### src/acs_map.vh
// Constants for the conversion sequencer: timing, formats, serial frame.
// Assumes a 10 MHz system clock; included by the sequencer files.
`ifndef ACS_MAP_VH
`define ACS_MAP_VH
`define ACS_SYS_CLK_MHZ       10
`define ACS_CONV_HS_NS        5000
`define ACS_CONV_SLEEP_NS     10000
`define ACS_WAKE_NS           5000
`define ACS_ACQ_NS            350
`define ACS_QUIET_NS          250
`define ACS_SYNC_CYC          3
`define ACS_CONV_CLK_DIV      4'h4
`define ACS_CODE_W            14
`define ACS_FRAME_BITS        5'h10
`define ACS_LEAD_ZEROS        2
`define ACS_HOLD_CYC          2'h1
`define ACS_SIGN_BIT          13
`endif

### src/acs_sequencer.v
// Conversion sequencer: start edge, busy, modes, result coding, readout.
// Assumes start and serial clock are asynchronous pins; code from SAR core.
`timescale 1ns/100ps
`include "acs_map.vh"
module acs_sequencer
#(
  parameter BIPOLAR = 1
)
(
  // Clock and reset
  input  wire        clk_sys_i,
  input  wire        rst_i,
  // Host pins
  input  wire        conversion_start_n_i,
  input  wire        serial_clk_i,
  // Converter core
  input  wire [13:0] sar_code_i,
  // Status and data
  output reg         busy_o,
  output reg         track_hold_o,
  output reg         sleep_o,
  output wire        serial_result_out_o,
  output wire        serial_result_oe_o
);
  // Cycle counts: conversion clock ticks per phase, rounded down.
  // The pin synchroniser's delay comes out of the conversion budget, so busy
  // falls inside the limit counted from the pin, whatever the tick phase.
  localparam [3:0]   CDIV      = `ACS_CONV_CLK_DIV;
  localparam integer CONV_CYC  = `ACS_CONV_HS_NS * `ACS_SYS_CLK_MHZ / 1000;
  localparam integer WAKE_CYC  = `ACS_WAKE_NS * `ACS_SYS_CLK_MHZ / 1000;
  localparam integer HS_TK_I   = (CONV_CYC - `ACS_SYNC_CYC) / `ACS_CONV_CLK_DIV;
  localparam integer WAKE_TK_I = WAKE_CYC / `ACS_CONV_CLK_DIV;
  localparam [15:0]  HS_TK     = HS_TK_I[15:0];
  localparam [15:0]  WAKE_TK   = WAKE_TK_I[15:0];
  // Idle pin levels: start high, serial clock low
  localparam [1:0]   PIN_IDLE  = 2'h1;

  localparam [1:0] ST_IDLE  = 2'h0;
  localparam [1:0] ST_CONV  = 2'h1;
  localparam [1:0] ST_SLEEP = 2'h2;
  localparam [1:0] ST_WAKE  = 2'h3;

  reg [1:0]  state;
  reg [15:0] ticks;
  reg [3:0]  cdiv;
  wire [1:0] pin_raw;
  wire [1:0] pin_now;
  wire [1:0] pin_old;
  genvar     p;
  reg [13:0] result;
  reg        frame_reset;
  reg        pending;
  wire       conv_tick;
  wire       start_fall;
  wire       start_rise;
  wire       sclk_fall;
  wire [13:0] coded;

  // Pins pass two flops; edges are taken between stages two and three
  assign pin_raw = {serial_clk_i, conversion_start_n_i};
  generate
    for (p = 0; p < 2; p = p + 1)
    begin : g_sync
      reg [2:0] stage;
      always @(posedge clk_sys_i)
      begin
        // Preloaded with the idle level so reset leaves no false edge
        if (rst_i)
          stage <= {3{PIN_IDLE[p]}};
        else
          stage <= {stage[1:0], pin_raw[p]};
      end
      assign pin_now[p] = stage[1];
      assign pin_old[p] = stage[2];
    end
  endgenerate
  assign start_fall = pin_old[0] & ~pin_now[0];
  assign start_rise = ~pin_old[0] & pin_now[0];
  assign sclk_fall  = pin_old[1] & ~pin_now[1];

  // Free-running internal conversion clock; no host clock needed
  always @(posedge clk_sys_i)
  begin
    if (rst_i)
      cdiv <= 4'h0;
    else if (cdiv == CDIV - 4'h1)
      cdiv <= 4'h0;
    else
      cdiv <= cdiv + 4'h1;
  end
  assign conv_tick = (cdiv == CDIV - 4'h1);

  // Core code is offset binary; bipolar flips the sign so ground reads 0
  generate
    if (BIPOLAR != 0)
    begin : g_bipolar
      assign coded = {~sar_code_i[`ACS_SIGN_BIT], sar_code_i[12:0]};
    end
    else
    begin : g_unipolar
      // Straight binary passes the core code through untouched
      assign coded = sar_code_i;
    end
  endgenerate

  always @(posedge clk_sys_i)
  begin
    if (rst_i)
    begin
      state        <= ST_IDLE;
      ticks        <= 16'h0000;
      busy_o       <= 1'b0;
      track_hold_o <= 1'b0;
      sleep_o      <= 1'b0;
      result       <= 14'h0000;
      frame_reset  <= 1'b0;
      pending      <= 1'b0;
    end
    else
    begin
      frame_reset <= 1'b0;
      case (state)
        ST_IDLE:
        begin
          if (start_fall)
          begin
            state        <= ST_CONV;
            track_hold_o <= 1'b1;
            busy_o       <= 1'b1;
            ticks        <= 16'h0000;
            frame_reset  <= 1'b1;
          end
        end
        ST_CONV:
        begin
          if (conv_tick)
          begin
            if (ticks == HS_TK - 16'h0001)
            begin
              // Whole word loads at once, never mixed
              result       <= coded;
              busy_o       <= 1'b0;
              track_hold_o <= 1'b0;
              frame_reset  <= 1'b1;
              if (~pin_old[0])
              begin
                state   <= ST_SLEEP;
                sleep_o <= 1'b1;
              end
              else
                state <= ST_IDLE;
            end
            else
              ticks <= ticks + 16'h0001;
          end
        end
        ST_SLEEP:
        begin
          if (start_rise)
          begin
            state   <= ST_WAKE;
            ticks   <= 16'h0000;
            pending <= 1'b0;
          end
        end
        ST_WAKE:
        begin
          // A short pulse falls here; its hold starts at wake end
          if (start_fall)
            pending <= 1'b1;
          if (conv_tick)
          begin
            if (ticks == WAKE_TK - 16'h0001)
            begin
              sleep_o <= 1'b0;
              if (pending | start_fall | ~pin_old[0])
              begin
                state        <= ST_CONV;
                track_hold_o <= 1'b1;
                busy_o       <= 1'b1;
                frame_reset  <= 1'b1;
                ticks        <= 16'h0000;
              end
              else
                state <= ST_IDLE;
            end
            else
              ticks <= ticks + 16'h0001;
          end
        end
        default:
          state <= ST_IDLE;
      endcase
    end
  end

  acs_serial_out u_serial
  (
    .clk_sys_i           (clk_sys_i),
    .rst_i               (rst_i),
    .frame_reset_i       (frame_reset),
    .sclk_fall_i         (sclk_fall),
    .result_i            (result),
    .serial_result_out_o (serial_result_out_o),
    .serial_result_oe_o  (serial_result_oe_o)
  );
endmodule

### src/acs_serial_out.v
// Serial result shifter: 16 bits out on falling serial clock edges.
// Assumes serial clock already synchronised to clk_sys_i by the caller.
`timescale 1ns/100ps
`include "acs_map.vh"
module acs_serial_out
(
  // Clock and reset
  input  wire        clk_sys_i,
  input  wire        rst_i,
  // Control
  input  wire        frame_reset_i,
  input  wire        sclk_fall_i,
  input  wire [13:0] result_i,
  // Serial pin
  output reg         serial_result_out_o,
  output reg         serial_result_oe_o
);
  reg [15:0] shift;
  reg [4:0]  count;
  reg [1:0]  hold;

  always @(posedge clk_sys_i)
  begin
    if (rst_i)
    begin
      shift               <= 16'h0000;
      count               <= 5'h00;
      hold                <= 2'h0;
      serial_result_out_o <= 1'b0;
      serial_result_oe_o  <= 1'b0;
    end
    else if (frame_reset_i)
    begin
      // Reloaded each start so every frame begins from a known state
      shift               <= {2'h0, result_i};
      count               <= 5'h00;
      hold                <= 2'h0;
      serial_result_out_o <= 1'b0;
      serial_result_oe_o  <= 1'b1;
    end
    else
    begin
      if (sclk_fall_i)
      begin
        // First bit stands from the frame start and each fall brings the next;
        // the sixteenth fall leaves the last bit standing until release
        if (count != `ACS_FRAME_BITS - 5'h01)
          serial_result_out_o <= shift[14];
        shift               <= {shift[14:0], 1'b0};
        if (count == `ACS_FRAME_BITS - 5'h01)
          hold <= `ACS_HOLD_CYC;
        count <= count + 5'h01;
      end
      if (hold != 2'h0)
      begin
        hold <= hold - 2'h1;
        if (hold == 2'h1)
          serial_result_oe_o <= 1'b0;
      end
    end
  end
endmodule

### config.mk
export PLATFORM = sky130hd
export DESIGN_NAME = acs_sequencer
export DESIGN_NICKNAME = d
export VERILOG_FILES = /design/src/acs_sequencer.v /design/src/acs_serial_out.v
export VERILOG_INCLUDE_DIRS = /design/src /design/src/src
export SDC_FILE = /design/constraint.sdc
export NUM_CORES = 1
export LEC_CHECK = 0
export ABC_CLOCK_PERIOD_IN_PS = 3700
export BUFFER_PORTS_ARGS = -buffer_cell sky130_fd_sc_hd__clkbuf_2
export CAP_MARGIN = 5
export CORE_MARGIN = 2
export CORE_UTILIZATION = 37
export DETAILED_ROUTE_END_ITERATION = 16
export HOLD_SLACK_MARGIN = 0.06
export PLACE_DENSITY = 0.63
export SYNTH_ARGS = -nofsm -noshare
export SYNTH_HDL_FRONTEND = slang
export SYNTH_SLANG_ARGS = --single-unit
### constraint.sdc
create_clock -name clk_sys_i -period 3.7 [get_ports clk_sys_i]
set_input_delay 0.925 -clock clk_sys_i [delete_from_list [all_inputs] [get_ports clk_sys_i]]
set_output_delay 0.925 -clock clk_sys_i [all_outputs]
set_load 0.05 [all_outputs]
==> impl_metrics.env <==
export IMPL_preCtsSetupSlack_ns=1.302
export IMPL_htree_num_levels=3
export IMPL_cts_hold_fix_buffers=0
export IMPL_crit_slowest_cell="nor3_4"
export IMPL_die_w_um=95.84
export IMPL_port_buffers=22
export IMPL_ys_warn_count=0
export IMPL_wirelength_um=6035
export IMPL_antenna_found_initial=0
export IMPL_rsz0062_at_grt="false"
export IMPL_relSlewSlack_pct=36.56
export IMPL_netlist_area_um2=3120
export IMPL_cp_buffers_inverters=0
export IMPL_critical_path_required_ns=3.91
export IMPL_dr_pass1_iters=4
export IMPL_slew_viol_final=0
export IMPL_synth_xor_area_share_pct=1.123
export IMPL_antennaDiodeCount=0
export IMPL_synth_cells=367
export IMPL_drt_met1_wl_um=2965
export IMPL_hpwl_um=3932
export IMPL_cp_data_arrival_time_ns=2.58
export IMPL_cts_setup_buffers=0
export IMPL_holdPathEnd="g_sync[0].stage[1]"
export IMPL_ys_ff_latch=70
export IMPL_routedWlPerCell_um=12.27
export IMPL_synth_cell_types=53
export IMPL_crit_path_end_kind="flip-flop"
export IMPL_gr_total_overflow=0
export IMPL_synth_top_area_share_pct=44.91
export IMPL_final_setup_skew_ns=0.006123
export IMPL_period_share_pct=63.94
export IMPL_path_cells="ha_1 -> nand4bb_1 -> nor3_4 -> mux2i_1 -> nor2_1"
export IMPL_globalplace_congestion=0.7427
export IMPL_areaGrowthSynthToFinish_pct=12.59
export IMPL_hold_depth=1
export IMPL_die_area_um2=9184
export IMPL_total_power_mw=1.533
export IMPL_rows=33
export IMPL_nFillCells=846
export IMPL_cts_tree="built"
export IMPL_cts_root_buf="clkbuf_8"
export IMPL_crit_type="flip-flop to flip-flop"
export IMPL_r2r_cells=5
export IMPL_vias_per_cell=5.089
export IMPL_r2r_slack_ns=1.33
export IMPL_mostFrequentLayoutCells="dfxtp_1, a21oi_1, nand2_1, nor2_1, clkbuf_2"
export IMPL_synthSimpleGateAreaFrac_pct=29.07
export IMPL_cts_num_sinks=70
export IMPL_synth_fa_ha_area_share_pct=2.005
export IMPL_p_leak_nw=1.226
export IMPL_reg2reg_from="cdiv[0]"
export IMPL_cp_max_fo=17
export IMPL_status="complete, no violations"
export IMPL_drive_above_1_share_pct=15.50
export IMPL_drcViolationCount=0
export IMPL_synth_edf_count=0
export IMPL_syn_avg_cell_area_um2=8.503
export IMPL_ir_worst_vdd_uv=288.8
export IMPL_highest_layer="met4"
export IMPL_grt_pass1_vias=2275
export IMPL_synthTopCellsByArea="dfxtp_1, a21oi_1, nand2_1"
export IMPL_crit_cells=5
export IMPL_met2_length_um=2801
export IMPL_track_usage_pct=14.20
export IMPL_final_common_cell="dfxtp_1"
export IMPL_grt_max_degree=37
export IMPL_min_from="g_sync[0].stage[0]"
export IMPL_period_minus_slack_ns=2.366
export IMPL_seq_area_um2=1401
export IMPL_synth_net_count=390
export IMPL_r2r_end="result[12]"
export IMPL_yosysSeqAreaShare_pct=44.91
export IMPL_max_cap_viol_count=0
export IMPL_initial_core_util_pct=38.17
export IMPL_slowest_delay_ns=0.93
export IMPL_setup_viol_count_final=0
export IMPL_ant_nets=0
export IMPL_drt_first_iter_violations=86
export IMPL_ys_async_sr_fraction_pct=0
export IMPL_critical_path_top_delay_family="simple AND/OR/NAND/NOR gates"
export IMPL_placedCellCount=476
export IMPL_hold_viol=0
export IMPL_max_freq_mhz=422.7
export IMPL_fin_cells=492
export IMPL_muxShareOfSynthArea_pct=4.491
export IMPL_cts_buffers=9
export IMPL_hp_class="flip-flop to flip-flop"
export IMPL_startpoint_type="flip-flop"
export IMPL_clk_pin_slew_ns=0.08
export IMPL_grt_pass1_wl_um=10170
export IMPL_multi_input_area_um2=1600
export IMPL_io_pins=23
export IMPL_setup_tns_ns=0
export IMPL_coreArea_um2=8175
export IMPL_finalWorstSetupSlack_ns=1.334
export IMPL_cts_resized_gates=0
export IMPL_worst_slew_pin_slew_ns=0.9485
export IMPL_cellPowerDensity_nw_per_um2=436.3
export IMPL_synth_top_family_by_area="simple AND/OR/NAND/NOR gates"
export IMPL_clock_path_buffers=2
export IMPL_synth_flop_cell="dfxtp_1"
export IMPL_num_vias=2504
export IMPL_wl_met3_um=190
export IMPL_fin_nets=405
export IMPL_die_y_um=95.84
export IMPL_synth_compound_area_share_pct=14.60
export IMPL_yosysTopAreaCell="dfxtp_1"
export IMPL_clkLatencyLatePin_ns=0.35
## worst reg2reg max path: stages, from the launching register on
cell and delay, ns:
dfxtp_1 0.36, ha_1 0.21, nand4bb_1 0.42, nor3_4 0.93, mux2i_1 0.27, nor2_1 0.05
## cell families after synthesis
group	count (synthesis)
AO/OA/AOI/OAI	80
XOR/XNOR	4
adder cells (fa/ha/maj)	5
buffers and inverters	27
flip-flops	70
multiplexers	14
AND/OR/NAND/NOR	167
## sequential cells by signal, summed over array words and instances (netlist names), named ones only
name,count
sleep_o,1
result,14
frame_reset,1
u_serial.hold,2
u_serial.count,5
u_serial.serial_result_out_o,1
track_hold_o,1
u_serial.serial_result_oe_o,1
g_sync.stage,6
state,1
u_serial.shift,15
pending,1
ticks,16
cdiv,4
## synthesized netlist by cell type (2+ instances only)
cell and n:
nand3b_1 3, xor2_1 3, and2_1 2, buf_1 2
or3b_2 3, a31oi_1 7, or3_1 4, o21ai_0 11
nor3_1 5, mux2i_1 14, nor2_1 47, inv_1 7
nand3_1 10, nand4_1 3, ha_1 5, and3_1 3
or4_1 2, buf_2 2, dfxtp_1 70, nor2b_1 7
a21oi_1 49, or2_2 4, nand2_1 48, clkbuf_1 14
nor3b_1 2, o21bai_1 2, a211oi_1 3, nor4_4 2
nand2b_1 9
## worst max path at each step
stage	from	endpoint	slack (ns)
6_report	cdiv[0]	result[12]	1.33
3_5_place_dp	cdiv[0]	result[12]	1.30
2_1_floorplan	rst_i	cdiv[3]	1.80
5_1_grt	cdiv[0]	result[11]	1.07
4_1_cts	cdiv[0]	result[12]	1.29
3_3_place_gp	cdiv[0]	result[9]	1.35
## power by group
part / internal (mW) / total [mW] / switching, mW
combinational: 0.0215 / 0.0601 / 0.0385
sequential: 0.761 / 0.768 / 0.00764
clock: 0.390 / 0.704 / 0.315
## cell type report
type	instances	share of cell area [%]
multi-input combinational	270	45.55
inverter	7	0.7479
sequential	70	39.89
tap	105	3.739
timing repair buffer	24	3.561
clock inverter	7	2.991
clock buffer	9	3.526
## per-layer routing
layer	track usage [%]	vias to the layer above
met5	0	-
met2	23.37	30
li1	-	1302
met4	5.714	0
met1	17.36	1163
met3	4.229	9
## stage by stage
step                hold slack [ns]  cell area (um^2)  utilization [%]
finish                       0.4134              3513            42.98
global route                 0.4221              3513            42.98
CTS                          0.4161              3513            42.98
detailed placement           0.3963              3284            40.17
global placement             0.4063              3284            40.17
floorplan                    0.3895              3120                -
Power figures use the tool's default switching activity.
